File: src/rtl/flash_regs_pkg.sv
// constants and types for the flag, status and segment register bank
package flash_regs_pkg;
  // timing
  localparam int CLK_MHZ      = 50;
  localparam int WRITE_NS     = 1000;
  localparam int WRITE_CYC    = (WRITE_NS * CLK_MHZ + 999) / 1000;
  localparam int BUSY_W       = 8;

  // serial opcodes
  localparam logic [7:0] OP_WREN   = 8'h06;
  localparam logic [7:0] OP_WRDI   = 8'h04;
  localparam logic [7:0] OP_WRSR   = 8'h01;
  localparam logic [7:0] OP_RDSR   = 8'h05;
  localparam logic [7:0] OP_RDFLAG = 8'h70;
  localparam logic [7:0] OP_WRSEG  = 8'hc5;
  localparam logic [7:0] OP_RDSEG  = 8'hc8;
  localparam logic [7:0] OP_EN4B   = 8'hb7;
  localparam logic [7:0] OP_EX4B   = 8'he9;
  localparam logic [7:0] OP_SUSP   = 8'h75;
  localparam logic [7:0] OP_RESUME = 8'h7a;
  localparam logic [7:0] OP_RSTEN  = 8'h66;
  localparam logic [7:0] OP_RST    = 8'h99;
  localparam logic [7:0] OP_WRNV   = 8'hb1;
  localparam logic [7:0] OP_WRVOL  = 8'h81;

  // flag status bit positions
  localparam int FS_READY  = 7;
  localparam int FS_ESUSP  = 6;
  localparam int FS_EFAIL  = 5;
  localparam int FS_PFAIL  = 4;
  localparam int FS_PSUSP  = 2;
  localparam int FS_PROT   = 1;
  localparam int FS_ADDR   = 0;

  // status register: lock bit, block protect field, latch, in-progress
  localparam int SR_LOCK   = 7;
  localparam int SR_WEL    = 1;
  localparam int SR_WIP    = 0;
  localparam logic [7:0] SR_RESET = 8'h00;

  // configuration bytes
  localparam int          CFG_BYTES     = 8;
  localparam logic [2:0]  CFG_OTP_BYTE  = 3'h2;
  localparam int          CFG_LOCKHI    = 4;
  localparam logic [2:0]  CFG_ADDR_BYTE = 3'h5;
  localparam logic [7:0]  CFG_FOUR_BYTE = 8'hfe;
  localparam logic [7:0]  CFG_ERASED    = 8'hff;
  localparam logic [7:0]  SEG_RESET     = 8'h00;
  localparam logic [2:0]  ADDR3_LEFT    = 3'h2;
  localparam logic [2:0]  ADDR4_LEFT    = 3'h3;

  typedef enum logic [1:0] {
    X_IDLE = 2'b00,
    X_OPC  = 2'b01,
    X_ADDR = 2'b11,
    X_DATA = 2'b10
  } xfer_t;

  typedef enum logic [1:0] {
    AM_RANDOM = 2'b00,
    AM_CONT   = 2'b01,
    AM_PROG   = 2'b10,
    AM_CHIP   = 2'b11
  } amode_t;

  typedef struct packed {
    logic busy;
    logic prog_active;
    logic erase_active;
  } array_stat_t;

  typedef struct packed {
    logic prog_fail;
    logic erase_fail;
    logic prog_prot;
    logic erase_prot;
  } array_evt_t;

  typedef struct packed {
    logic        load;
    logic        incr;
    amode_t      mode;
    logic [31:0] addr;
  } addr_req_t;

  typedef struct packed {
    logic [2:0]            sck_sy;
    logic [2:0]            cs_n_sy;
    logic [1:0]            mosi_sy;
    logic [1:0]            wp_n_sy;
    xfer_t                 xfer;
    logic [2:0]            bit_cnt;
    logic [7:0]            rx;
    logic [7:0]            opcode;
    logic [2:0]            addr_left;
    logic [2:0]            cfg_idx;
    logic                  cfg_ok;
    logic [7:0]            tx;
    logic                  tx_en;
    logic                  miso;
    logic [7:0]            status;
    logic [CFG_BYTES-1:0][7:0] nv_cfg;
    logic [CFG_BYTES-1:0][7:0] work_cfg;
    logic                  four_byte;
    logic [7:0]            seg;
    logic                  ready;
    logic                  erase_susp;
    logic                  erase_fail;
    logic                  prog_fail;
    logic                  prog_susp;
    logic                  prot_fail;
    logic                  rst_armed;
    logic [BUSY_W-1:0]     busy_cnt;
    logic [25:0]           arr_addr;
  } state_t;
endpackage

File: src/rtl/flash_flag_and_ext_addr_regs.sv
// flag status, status protection, segment select and working configuration of a serial flash
//
// Summary of operation
// lock low, WP low: status writes rejected
// lock low, WP high: write needs latch
// both lock bits set: status never writable
// eight-bit read-only flag register, fixed bit layout
// address flag 0 for 3-byte, 1 for 4-byte
// protected sector or locked OTP sets protection flag
// resume clears protection flag
// suspend sets erase or program suspended flag
// resume, soft reset, power cycle clear suspends
// program failure or protection sets program flag
// erase failure or protection sets erase flag
// busy during status, config, program, erase
// ready flag high when idle, low busy
// segment register bits 1:0, reset zero
// segment bits select 16 MB in 3-byte
// host loads segment with C5H plus byte
// continuous read carries into next segment
// chip erase covers entire array
// program and erase stay inside segment
// 4-byte mode ignores segment bits
// reset copies nonvolatile into working config
// volatile write replaces working config at once
`timescale 1ns/10ps
module flash_flag_and_ext_addr_regs
  import flash_regs_pkg::*;
(
  input  wire logic        i_sys_clk,
  input  wire logic        i_rstn,
  input  wire logic        i_sck,
  input  wire logic        i_cs_n,
  input  wire logic        i_mosi,
  input  wire logic        i_wp_n,
  output logic             o_miso,
  output logic             o_miso_oe,
  input  wire array_stat_t i_arr,
  input  wire array_evt_t  i_evt,
  input  wire addr_req_t   i_areq,
  output logic [25:0]      o_array_addr,
  output logic [7:0]       o_flag_status,
  output logic [7:0]       o_segment,
  output logic             o_four_byte
);

  state_t     q;
  state_t     d;
  logic       sck_rise;
  logic       sck_fall;
  logic       selected;
  logic       cs_fall;
  logic       byte_done;
  logic [7:0] rx_byte;
  logic       lock_high;
  logic       sr_allowed;
  logic [7:0] flag_vec;
  logic [7:0] status_vec;

  // edges are seen only on the second and third sync stages
  assign sck_rise  = q.sck_sy[1] & ~q.sck_sy[2];
  assign sck_fall  = ~q.sck_sy[1] & q.sck_sy[2];
  assign selected  = ~q.cs_n_sy[1];
  assign cs_fall   = ~q.cs_n_sy[1] & q.cs_n_sy[2];
  assign rx_byte   = {q.rx[6:0], q.mosi_sy[1]};
  assign byte_done = selected && sck_rise && (q.bit_cnt == 3'h7) && (q.xfer != X_IDLE);
  assign lock_high = q.work_cfg[CFG_OTP_BYTE][CFG_LOCKHI];

  // hardware lock
  // latch gate
  // permanent lock
  assign sr_allowed = q.status[SR_WEL] && !(q.status[SR_LOCK] && lock_high)
                      && !(q.status[SR_LOCK] && !q.wp_n_sy[1]);

  // flag layout
  always_comb begin
    flag_vec           = 8'h00;
    // ready high
    flag_vec[FS_READY] = q.ready;
    flag_vec[FS_ESUSP] = q.erase_susp;
    flag_vec[FS_EFAIL] = q.erase_fail;
    flag_vec[FS_PFAIL] = q.prog_fail;
    flag_vec[FS_PSUSP] = q.prog_susp;
    flag_vec[FS_PROT]  = q.prot_fail;
    // address width
    flag_vec[FS_ADDR]  = q.four_byte;
  end

  always_comb begin
    status_vec         = q.status;
    status_vec[SR_WIP] = ~q.ready;
  end

  always_comb begin
    d         = q;
    d.sck_sy  = {q.sck_sy[1:0], i_sck};
    d.cs_n_sy = {q.cs_n_sy[1:0], i_cs_n};
    d.mosi_sy = {q.mosi_sy[0], i_mosi};
    d.wp_n_sy = {q.wp_n_sy[0], i_wp_n};

    if (!selected) begin
      d.xfer    = X_IDLE;
      d.bit_cnt = 3'h0;
      d.tx_en   = 1'b0;
    end else begin
      if (cs_fall) begin
        d.xfer    = X_OPC;
        d.bit_cnt = 3'h0;
      end
      if (sck_rise && q.xfer != X_IDLE) begin
        d.rx      = rx_byte;
        d.bit_cnt = q.bit_cnt + 3'h1;
      end
      // read data rotates so that the value repeats while clocked
      if (sck_fall && q.tx_en) begin
        d.miso = q.tx[7];
        d.tx   = {q.tx[6:0], q.tx[7]};
      end
    end

    if (q.busy_cnt != '0) begin
      d.busy_cnt = q.busy_cnt - BUSY_W'(1);
    end

    if (byte_done) begin
      case (q.xfer)
        X_OPC: begin
          d.opcode    = rx_byte;
          d.rst_armed = (rx_byte == OP_RSTEN);
          d.xfer      = X_IDLE;
          case (rx_byte)
            OP_WREN: d.status[SR_WEL] = 1'b1;
            OP_WRDI: d.status[SR_WEL] = 1'b0;
            // enter 4-byte
            OP_EN4B: d.four_byte = 1'b1;
            OP_EX4B: d.four_byte = 1'b0;
            // suspend flags
            OP_SUSP: begin
              if (i_arr.erase_active) begin
                d.erase_susp = 1'b1;
              end else if (i_arr.prog_active) begin
                d.prog_susp = 1'b1;
              end
            end
            OP_RESUME: begin
              // program resume
              if (q.prog_susp) begin
                d.prog_fail = 1'b0;
              end
              // erase resume
              if (q.erase_susp) begin
                d.erase_fail = 1'b0;
              end
              // clear protection
              d.prot_fail  = 1'b0;
              // resume clears
              d.erase_susp = 1'b0;
              d.prog_susp  = 1'b0;
            end
            OP_RST: begin
              if (q.rst_armed) begin
                // soft reset clears
                d.erase_susp     = 1'b0;
                d.prog_susp      = 1'b0;
                d.status[SR_WEL] = 1'b0;
                // segment reset
                d.seg            = SEG_RESET;
                // reload working
                d.work_cfg       = q.nv_cfg;
                d.four_byte      = (q.nv_cfg[CFG_ADDR_BYTE] == CFG_FOUR_BYTE);
              end
            end
            OP_RDFLAG: begin
              d.tx    = flag_vec;
              d.tx_en = 1'b1;
            end
            OP_RDSR: begin
              d.tx    = status_vec;
              d.tx_en = 1'b1;
            end
            OP_RDSEG: begin
              d.tx    = q.seg;
              d.tx_en = 1'b1;
            end
            // segment load
            OP_WRSR, OP_WRSEG: d.xfer = X_DATA;
            OP_WRNV, OP_WRVOL: begin
              d.xfer      = X_ADDR;
              d.addr_left = q.four_byte ? ADDR4_LEFT : ADDR3_LEFT;
            end
            default: d.xfer = X_IDLE;
          endcase
        end
        X_ADDR: begin
          // only the last address byte picks the configuration byte
          if (q.addr_left == 3'h0) begin
            d.cfg_idx = rx_byte[2:0];
            d.cfg_ok  = (rx_byte[7:3] == 5'h00);
            d.xfer    = X_DATA;
          end else begin
            d.addr_left = q.addr_left - 3'h1;
          end
        end
        X_DATA: begin
          d.xfer = X_IDLE;
          case (q.opcode)
            OP_WRSR: begin
              if (sr_allowed && q.ready) begin
                d.status[7:2]    = rx_byte[7:2];
                d.status[SR_WEL] = 1'b0;
                d.busy_cnt       = BUSY_W'(WRITE_CYC);
              end
            end
            // writable bits
            OP_WRSEG: d.seg = {6'h00, rx_byte[1:0]};
            OP_WRNV: begin
              if (q.status[SR_WEL] && q.ready) begin
                d.nv_cfg[q.cfg_idx] = q.cfg_ok ? rx_byte : CFG_ERASED;
                d.status[SR_WEL]    = 1'b0;
                d.busy_cnt          = BUSY_W'(WRITE_CYC);
              end
            end
            OP_WRVOL: begin
              // immediate update
              d.work_cfg[q.cfg_idx] = q.cfg_ok ? rx_byte : CFG_ERASED;
              if (q.cfg_idx == CFG_ADDR_BYTE) begin
                d.four_byte = q.cfg_ok && (rx_byte == CFG_FOUR_BYTE);
              end
            end
            default: d.xfer = X_IDLE;
          endcase
        end
        default: d.xfer = X_IDLE;
      endcase
    end

    // array events come last so that a set beats a same-cycle clear
    // program error
    if (i_evt.prog_fail || i_evt.prog_prot) begin
      d.prog_fail = 1'b1;
    end
    // erase error
    if (i_evt.erase_fail || i_evt.erase_prot) begin
      d.erase_fail = 1'b1;
    end
    // protection error
    if (i_evt.prog_prot || i_evt.erase_prot) begin
      d.prot_fail = 1'b1;
    end

    // busy sources
    d.ready = !(i_arr.busy || (d.busy_cnt != '0));

    if (i_areq.load) begin
      case (i_areq.mode)
        // whole array
        AM_CHIP: d.arr_addr = 26'h0;
        default: begin
          // segment select
          // ignore segment
          d.arr_addr = q.four_byte ? i_areq.addr[25:0] : {q.seg[1:0], i_areq.addr[23:0]};
        end
      endcase
    end else if (i_areq.incr) begin
      if (q.four_byte || i_areq.mode == AM_CONT || i_areq.mode == AM_CHIP) begin
        // carry into next
        d.arr_addr = q.arr_addr + 26'h1;
      end else begin
        // wrap inside segment
        d.arr_addr = {q.arr_addr[25:24], q.arr_addr[23:0] + 24'h1};
      end
    end
  end

  always_ff @(posedge i_sys_clk or negedge i_rstn) begin
    if (!i_rstn) begin
      q          <= '0;
      q.sck_sy   <= 3'h0;
      q.cs_n_sy  <= 3'h7;
      q.xfer     <= X_IDLE;
      q.status   <= SR_RESET;
      q.nv_cfg   <= {CFG_BYTES{CFG_ERASED}};
      q.work_cfg <= {CFG_BYTES{CFG_ERASED}};
      q.seg      <= SEG_RESET;
      q.ready    <= 1'b1;
    end else begin
      q <= d;
    end
  end

  assign o_miso        = q.miso;
  assign o_miso_oe     = q.tx_en;
  assign o_array_addr  = q.arr_addr;
  assign o_flag_status = flag_vec;
  assign o_segment     = q.seg;
  assign o_four_byte   = q.four_byte;
endmodule

File: config.mk
export PLATFORM = sky130hd
export DESIGN_NAME = flash_flag_and_ext_addr_regs
export DESIGN_NICKNAME = d
export VERILOG_FILES = /design/src/rtl/flash_regs_pkg.sv /design/src/rtl/flash_flag_and_ext_addr_regs.sv
export SDC_FILE = /design/constraint.sdc
export NUM_CORES = 1
export LEC_CHECK = 0
export BUFFER_PORTS_ARGS = -buffer_cell sky130_fd_sc_hd__clkbuf_2
export CAP_MARGIN = 0
export CORE_ASPECT_RATIO = 1.1
export CORE_MARGIN = 2
export CORE_UTILIZATION = 26
export CTS_CLUSTER_DIAMETER = 30
export DETAILED_ROUTE_END_ITERATION = 8
export GPL_TIMING_DRIVEN = 0
export SLEW_MARGIN = 20
export SYNTH_ARGS = -nofsm -noshare
export SYNTH_HDL_FRONTEND = slang
export SYNTH_SLANG_ARGS = --single-unit
export TNS_END_PERCENT = 50
File: constraint.sdc
create_clock -name i_sys_clk -period 1.9 [get_ports i_sys_clk]
set_input_delay 0.285 -clock i_sys_clk [delete_from_list [all_inputs] [get_ports i_sys_clk]]
set_output_delay 0.285 -clock i_sys_clk [all_outputs]
set_load 0.02 [all_outputs]
* Yosys cells after proc, flatten, opt, wreduce, memory -nomap -nowiden
Index checks and enable logic that the tools add are counted.
** Operators by class
- $add $sub $neg :: 5
- Order comparisons :: 2
- Eq/ne operators :: 45
- Mux-type cells :: 60
- Bitwise logic cells :: 7
- Reduce and logical (&&, ||, !) cells :: 64
** Operator list (number)
- one-hot mux 73 bit (2 select lines) :: 1
- 2-to-1 mux 26 bit :: 5
- bitwise mux 64 bit :: 2
- equality test 8 bit, second input constant :: 12
- 2-to-1 mux 8 bit :: 10
- 2-to-1 mux 73 bit :: 1
- 2-to-1 mux 65 bit :: 1
- 2-to-1 mux 64 bit :: 1
- equality test 8 x 7 -> 1 bit, second input constant :: 4
- nonzero test 2 bit :: 16
- one-hot mux 9 bit (3 select lines) :: 1
- adder 26 x 1 -> 26 bit, second input constant :: 1
- adder 24 x 1 -> 24 bit, second input constant :: 1
- demux 8 bit (select 3 bit) :: 1
- equality test 8 x 3 -> 1 bit, second input constant :: 3
- AND reduction 4 bit :: 5
- 2-to-1 mux 9 bit :: 2
- equality test 8 x 1 -> 1 bit, second input constant :: 2
- one-hot mux 8 bit (2 select lines) :: 1
- nonzero test 8 bit :: 2
- 2-to-1 mux 1 bit :: 15
- 2-to-1 mux 5 bit :: 3
- AND reduction 5 bit :: 3
- inequality test 2 bit, second input constant :: 7
- 33 further kinds :: 83
** Storage, ports and cells
- Flip-flop bits (word level) :: 233
- Bits of input ports :: 49
- Output and inout bits :: 45
- Logic and storage cells :: 227

* Depth between registers and ports, before layout
Gate-level depths: netlist (run 1).
- Depth after elaboration :: 12
- Gate-level depth with buffers :: 9
- Mapped depth without buffers :: 7

* Worst setup path before layout (run 1)
Ideal clock, no wire load.
- Kind :: reg-to-reg
- Start :: reg q[222] in the netlist's numbering
- End :: reg q (netlist bit o_segment[0])
- Setup time :: 0.079 ns
- Data arrival time :: 1.881 ns
- Required time :: 1.821 ns
- Setup slack :: -0.061 ns
- Cell stages (with the launch flop) :: 9
- Buffers on the path :: 1
- Clock period less this slack :: 1.961 ns
- Path through :: dfrtp_1 -> inv_1 -> ha_1 -> nor4b_2 -> buf_2 -> and2_1 -> nand3_1 -> a21oi_1 -> mux2i_1
** Between the ends
- Longest elaborated chain between the ends :: 3
- Elaborated cells between the ends (all ways) :: 10
- Classes of those cells :: eq/ne: 5; mux: 1; reduce/logical: 4
** Ends and longest elaborated chain
- start, declared :: line flash_flag_and_ext_addr_regs.sv:47 : state_t q;
- equality test 2 bit, or another cell as far along :: line flash_flag_and_ext_addr_regs.sv:126 : case (q.xfer)
- inequality test 2 x 1 -> 1 bit (no source line), or another cell as far along
- AND reduction 5 bit (no source line)
Parallel ways exist; a longest one is shown, timed or not.
A chain may end at the register's enable or synchronous reset.

* Worst setup path after layout (run 1)
- Start :: reg q[214] in the netlist's numbering
- End :: reg q (netlist bit o_four_byte)
** Between the ends
- Longest elaborated chain between the ends :: 5
- Elaborated cells between the ends (all ways) :: 12
- Classes of those cells :: eq/ne: 6; mux: 4; reduce/logical: 2
** Ends and longest elaborated chain
- equality test 8 bit :: line flash_flag_and_ext_addr_regs.sv:227 : d.four_byte = q.cfg_ok && (rx_byte == CFG_FOUR_BYTE);
- logical AND 1 bit :: line flash_flag_and_ext_addr_regs.sv:227
- 2-to-1 mux 1 bit :: line flash_flag_and_ext_addr_regs.sv:226 : if (q.cfg_idx == CFG_ADDR_BYTE) begin
- 2-to-1 mux 65 bit :: line flash_flag_and_ext_addr_regs.sv:206 : case (q.opcode)
- one-hot mux 73 bit (2 select lines) :: line flash_flag_and_ext_addr_regs.sv:126
Parallel ways exist; a longest one is shown, timed or not. The select of a mux whose other input is x is not followed.

==> flow_metrics.tcl, run 1 <==
set metrics [dict create \
    htreeDepth 3 \
    clock-sinks 108 \
    grt_max_degree 79 \
    placement.io_buffers 79 \
    ys_warn_count 0 \
    grt_pass1_vias 5200 \
    first_pass_iters 6 \
    synth_cells 652 \
    fillers 2370 \
    core_area_mm2 0.02300 \
    die-width_um 150.4 \
    critPathSlowestCell "dfrtp_1" \
    antenna_found_initial 0 \
    final_nets 846 \
    wl_um 17150 \
    setup_violations 5 \
    critical_path_class "flip-flop to flip-flop" \
    globalRouteOverflowTotal 0 \
    cts_root_buf "clkbuf_16" \
    fmax_ghz 0.5078 \
    status "complete, but fails checks" \
    setup_slack_ns -0.06947 \
    viasPerCell 4.895 \
    ys.flop_type "dfrtp_1" \
    irDropWorstVdd_mv 0.3758 \
    power_density_mw_per_mm2 685.1 \
    ys_seq_area_frac 0.4437 \
    regToRegSetupSlack_ns -0.07 \
    min_period_over_period 1.037 \
    synthArstFlopShare 1.000 \
    num_rows 58 \
    avgSynthCellArea_um2 9.403 \
    final_core_util 0.3430 \
    antenna_left 0 \
    skew_ns 0.01390 \
    hpwl_um 11800 \
    synth_cell_types 76 \
    total_power_uw 5406 \
    slowest_delay_ns 0.41 \
    drt_iter0_markers 397 \
    ff2ff_path_depth 6 \
    cts_made_buffers 9 \
    clkTransAtPathRegs_ns 0.08 \
    rr_startpoint "q[214]" \
    antennaDiodeCount 0 \
    rsz0062_at_grt "true" \
    dp_slack_ns -0.4247 \
    synth-seq-cells 108 \
    synth_top_area_frac 0.3837 \
    rr_endpoint "o_four_byte" \
    synth_edf_count 0 \
    die-area_mm2 0.02483 \
    area_growth_pct 28.69 \
    critPathMaxFanout 10 \
    layout_commonest_cell "dfrtp_1" \
    failed_checks "negative setup slack" \
    cts_tree "done" \
    dpl_cell_area_mm2 0.006967 \
    critical_path_required_ns 2.15 \
    hold_start "i_wp_n" \
    clk_latency_ns 0.36 \
    min_period_ns 1.969 \
    syn_area_mm2 0.006131 \
    start_util 0.2665 \
    endpoint_kind "flip-flop" \
    final_cell_mix "dfrtp_1, buf_4, clkbuf_2" \
    clock_path_buffers 2 \
    wl_per_cell_um 15.72 \
    leakagePower_uw 0.003528 \
    io_pins 94 \
    path_cells "buf_4, nor3b_2, o21ai_0, a2111oi_2, a21oi_1, mux2_2" \
    grt_usage 0.1378 \
    place_congestion 0.8550 \
    via_count 5340 \
    ys_top_cells_by_area "dfrtp_1, dfstp_2, buf_4" \
    final_cell_area_mm2 0.007890 \
    die_y_um 165.1 \
    drcViolationCount 0 \
    hold_path_depth 1 \
    cp-start-kind "flip-flop" \
    min_path_type "primary input to flip-flop" \
    worstMarginPinSlew_ns 0.8060 \
    hold_end "d[225]" \
    slew_headroom 0.4607 \
    drv_cap 0 \
    drive_gt1_frac 0.3641 \
    critical_path_arrival_ns 2.22 \
    grt_pass1_wl_um 26980 \
    synth_top_cell_by_area "dfrtp_1" \
    maxSlewViolCount 0 \
    cp_top_family "compound AO/OA/AOI/OAI gates" \
    worstPathBufferInverterCount 1 \
    hold_viol_final 0 \
]
==> synthesized netlist by cell type, drive strengths merged, types with 5 or more instances <==
| master | n |
|---|---|
| nor4 | 10 |
| clkbuf | 20 |
| and2 | 6 |
| nand2b | 6 |
| and3 | 7 |
| a31o | 7 |
| and4 | 9 |
| o31ai | 6 |
| o21ai | 37 |
| nand2 | 71 |
| nor2 | 51 |
| buf | 51 |
| a31oi | 16 |
| a41o | 5 |
| nand3 | 18 |
| nor3 | 7 |
| or2 | 5 |
| a21oi | 52 |
| nand4 | 9 |
| a21o | 5 |
| mux2i | 20 |
| a22o | 5 |
| ha | 11 |
| dfrtp | 94 |
| a22oi | 7 |
| mux2 | 10 |
| dfstp | 14 |
| inv | 26 |
==> registers in the layout, summed over array words and instances (netlist names) <==
register / flops
o_miso_oe: 1
o_four_byte: 1
o_segment: 2
lock_high: 1
d: 6
o_miso: 1
o_flag_status: 6
o_array_addr: 26
q: 64
==> stage by stage <==
step                setup TNS (ns)  hold WS, ns  std cells
floorplan                 -0.07104     -0.01059        658
global placement           -128.09       0.3339       1037
detailed placement          -13.56       0.2193       1038
CTS                        -0.1686      0.01913       1082
global route               -0.8279      0.01987       1091
finish                     -0.1356      0.03714       1091
==> power breakdown <==
part / internal, uW / switching (uW)
sequential: 2390 / 123
clock: 1090 / 946
combinational: 380 / 483
total: 3850 / 1550
==> how the worst max path moves through the flow <==
stage                 from           to  slack, ns  depth (start not counted)
floorplan           q[215]       q[189]      -0.01                          6
global placement    i_rstn       q[215]      -1.17                          1
detailed placement  q[222]       q[196]      -0.42                          7
CTS                 q[215]  o_four_byte      -0.08                          7
global route        q[214]  o_four_byte      -0.17                          6
finish              q[214]  o_four_byte      -0.07                          6
==> layout make-up <==
cell class | count | area (um^2) | share of cell area
tap | 300 | 375.4 | 0.04757
sequential | 108 | 2729 | 0.3459
clock buffer | 10 | 239.0 | 0.03029
multi-input combinational | 453 | 3154 | 0.3998
clock inverter | 6 | 80.08 | 0.01015
inverter | 26 | 101.3 | 0.01284
buffer | 65 | 439.2 | 0.05566
timing repair buffer | 123 | 772.0 | 0.09784
==> layer usage <==
| layer | vias to the layer above | track usage | routed length (um) |
|---|---|---|---|
| li1 | 2585 | - | - |
| met1 | 2582 | 0.1870 | 7801 |
| met2 | 161 | 0.2205 | 8305 |
| met3 | 12 | 0.02802 | 876 |
| met4 | 0 | 0.04331 | 170 |
| met5 | - | 0 | 0 |
==> cell families (layout without fill, tap and decap cells) <==
group	Yosys count	after routing	share of synthesized area
AOI/OAI and AO/OA	176	176	0.1882
xor gates and xnor gates	4	4	0.005714
adders and majority gates	11	11	0.02245
buffers and inverters	97	230	0.08877
DFF	108	108	0.4437
muxes	30	30	0.05102
other	1	7	0.0006117
and+or+nand+nor	225	225	0.1996
==> repair_timing <==
item | in CTS | in global routing
hold buffers | 2 | 0
gates resized for setup | 40 | 50
setup buffers | 27 | 13
pin swaps | 14 | 14
cloned | 1 | 0
endpoints found under the setup margin | 68 | 68
endpoints found under the hold margin | 31 | 0
(Power assumes the default switching activity.)
==> inputs of run 2 (changes only) <==
Settings changed: ABC_AREA from default to 1.
==> run 2 against run 1 <==
The run now ends clean. Critical path type unchanged. Power is 2.3% higher. Fmax is 6.1% higher. Sequential power rose by 2%. Via count rose by 13%. Critical path depth grew 1. Area after synthesis increased by 5.4%. Sequential share of layout area fell by 0.19 points.
==> flow_metrics.tcl, run 2 <==
set metrics [dict create \
    area_growth_pct 22.45 \
    synth_cell_types 47 \
    critical_path_class "flip-flop to flip-flop" \
    io_pins 94 \
    final_cell_area_mm2 0.007915 \
    via_count 6047 \
    min_period_ns 1.855 \
    num_rows 60 \
    grt_usage 0.1366 \
    drt_iter0_markers 376 \
    path_cells "inv_2, ha_4, nor2_4, nand3_4, nor2_8, nand4_1, a211o_1" \
    die_y_um 169.4 \
    htreeDepth 3 \
    grt_use_met1 0.1779 \
    synth_mux_area_frac 0.001549 \
    drive_gt1_frac 0.2306 \
    irDropWorstVdd_mv 0.4282 \
    antenna_left 0 \
    top_register "q" \
    placedCellCount 1272 \
    placement.io_buffers 80 \
    wl_um 17730 \
    drv_cap 0 \
    min_path_type "primary input to flip-flop" \
    synthTopCellsByCount "nand2_1, nor2_1, dfrtp_1" \
    place_congestion 0.9216 \
    drcViolationCount 0 \
    synth_top_family_by_area "simple AND/OR/NAND/NOR gates" \
    final_cell_mix "nand2_1, nor2_1, dfrtp_1" \
    clock-sinks 108 \
    ys_seq_area_frac 0.4208 \
    cp_top_family "simple AND/OR/NAND/NOR gates" \
    ys_top_cells_by_area "dfrtp_1, nand2_1, nor2_1" \
    leakagePower_uw 0.003857 \
    critPathSlowestCell "dfrtp_1" \
    min_period_over_period 0.9766 \
    synth_top_cell_by_area "dfrtp_1" \
    layout_commonest_cell "nand2_1" \
    final_nets 1048 \
    rr_startpoint "q[222]" \
    endpoint_kind "flip-flop" \
    cp-startpoint "q[222]" \
    synth-adder-area-share 0.02129 \
    grt_max_degree 73 \
    hold_viol_final 0 \
    die-width_um 154.3 \
    cts_tree "done" \
    syn_area_mm2 0.006464 \
    hold_start "i_wp_n" \
    slew_headroom 0.6084 \
    skew_ns 0.01499 \
    viasPerCell 4.637 \
    critical_path_arrival_ns 2.10 \
    critical_path_required_ns 2.14 \
    yosys.area_share.simple 0.3008 \
    dpl_cell_area_mm2 0.007311 \
    maxSlewViolCount 0 \
    rsz0062_at_grt "true" \
    cp-start-kind "flip-flop" \
    grt_use_met3 0.02528 \
    power_density_mw_per_mm2 698.6 \
    grtUsageMet2 0.2238 \
    total_power_uw 5530 \
    synthArstFlopShare 1.000 \
    clkPwrFrac 0.358 \
    register_area_mm2 0.002723 \
    fillers 2657 \
    synth_cells 875 \
    power.switching_uw 1633 \
    synth_edf_count 0 \
    worstMarginPinSlew_ns 0.5874 \
    synth-seq-cells 108 \
    first_pass_iters 5 \
    synth_compound_area_frac 0.1125 \
    clkTransAtPathRegs_ns 0.07 \
    synth_top_area_frac 0.3639 \
    cts_root_buf "clkbuf_16" \
    synth_xor_area_frac 0.02439 \
    combPwrFrac 0.180 \
    core_area_mm2 0.02447 \
    setup_violations 0 \
    critPathMaxFanout 8 \
    ys.flop_type "dfrtp_1" \
    swShare 0.2954 \
    sequentialPowerShare 0.462 \
    ys_warn_count 0 \
    start_util 0.2641 \
    clock_path_buffers 2 \
    fmax_ghz 0.5389 \
    globalRouteOverflowTotal 0 \
    grt.busiest_layer "met2" \
    worstPathBufferInverterCount 1 \
    die-area_mm2 0.02614 \
    largest_register_ffs 64 \
    yosysMostFrequentCell "nand2_1" \
    grt_pass1_wl_um 28640 \
    avgSynthCellArea_um2 7.387 \
    slowest_delay_ns 0.42 \
    status "completed" \
    grt_pass1_vias 5669 \
    antenna_found_initial 1 \
    wl_per_cell_um 13.59 \
    cts_made_buffers 9 \
    p_int_uw 3896 \
    hpwl_um 13560 \
    multiInputGateArea_mm2 0.003157 \
    clk_latency_ns 0.36 \
    final_cells 1304 \
]
==> run 2: cell types whose count changed after synthesis, sizes merged, moves of 9 or more <==
cell	change
nand2	+170
nor2	+75
inv	+67
o21ai	+30
a21oi	-26
nand3	+20
mux2i	-19
nor3	+16
xor2	+13
clkbuf	-11
mux2	-10
and4	-9
==> run 2: worst paths after layout <==
path,slack (ns),depth (start not counted),to
setup reg to reg,0.04,7,o_flag_status[1]
hold reg to reg,0.35,0,d[233]
hold / removal,0.03,1,d[225]
min in group asynchronous,0.40,2,q[29]
setup / recovery,0.04,7,o_flag_status[1]
max in group asynchronous,0.79,3,q[156]
==> run 2: cell type report <==
class,count,share of cell area
Inverter,95,0.04537
Multi-Input combinational cell,618,0.3988
Buffer,59,0.05232
Timing Repair Buffer,97,0.07098
Clock buffer,11,0.03193
Tap cell,310,0.04900
Clock inverter,5,0.007272
Sequential cell,108,0.3440
Antenna cell,1,0.0003162
==> run 2: worst register-to-register path: cells and delay by family (launching register included) <==
kind | cells | cell delay (ns)
simple gates | 4 | 0.72
compound gates | 1 | 0.36
flops | 1 | 0.42
buf+inv | 1 | 0.08
fa+ha+maj | 1 | 0.17
==> run 2: layer usage <==
metal  vias to the layer above  part of all wire
met5                         -                 0
met4                         0             0.026
met3                        30             0.056
met2                       176              0.47
met1                      2833              0.45
li1                       3008                 -
==> run 2: timing repair <==
item                                    in CTS  in global routing
gates resized for setup                     13                 44
setup buffers                                2                 12
hold endpoints to repair                    25                  0
hold buffers                                 2                  0
endpoints found under the setup margin      41                 60
pin swaps                                    2                 10
cloned                                       0                  0
==> run 2: cells by family after synthesis <==
| kind of cell | count (synthesis) |
|---|---|
| other | 1 |
| multiplexers | 1 |
| AO/OA/AOI/OAI | 129 |
| XOR/XNOR | 18 |
| adder cells (fa/ha/maj) | 11 |
| AND/OR/NAND/NOR | 452 |
| flip-flops | 108 |
| buffers and inverters | 155 |
==> run 2: metrics by stage <==
stage	util	setup slack, ns	hold slack [ns]	setup TNS (ns)
floorplan	-	0.2123	-0.01059	0
global placement	0.2972	-1.079	0.3338	-110.45
detailed placement	0.2987	-0.2341	0.2190	-5.580
CTS	0.3145	-0.1085	0.01536	-0.1675
global route	0.3233	-0.05152	0.01981	-0.1900
finish	0.3234	0.04454	0.03056	0
==> run 2: power groups by stage <==
stage	clock network [uW]	logic, uW	registers [uW]
after floorplan	0	652	2550
after global placement	0	933	2590
after detailed placement	0	949	2600
after CTS	2040	959	2550
after global routing	2120	1100	2580
final	1980	993	2560
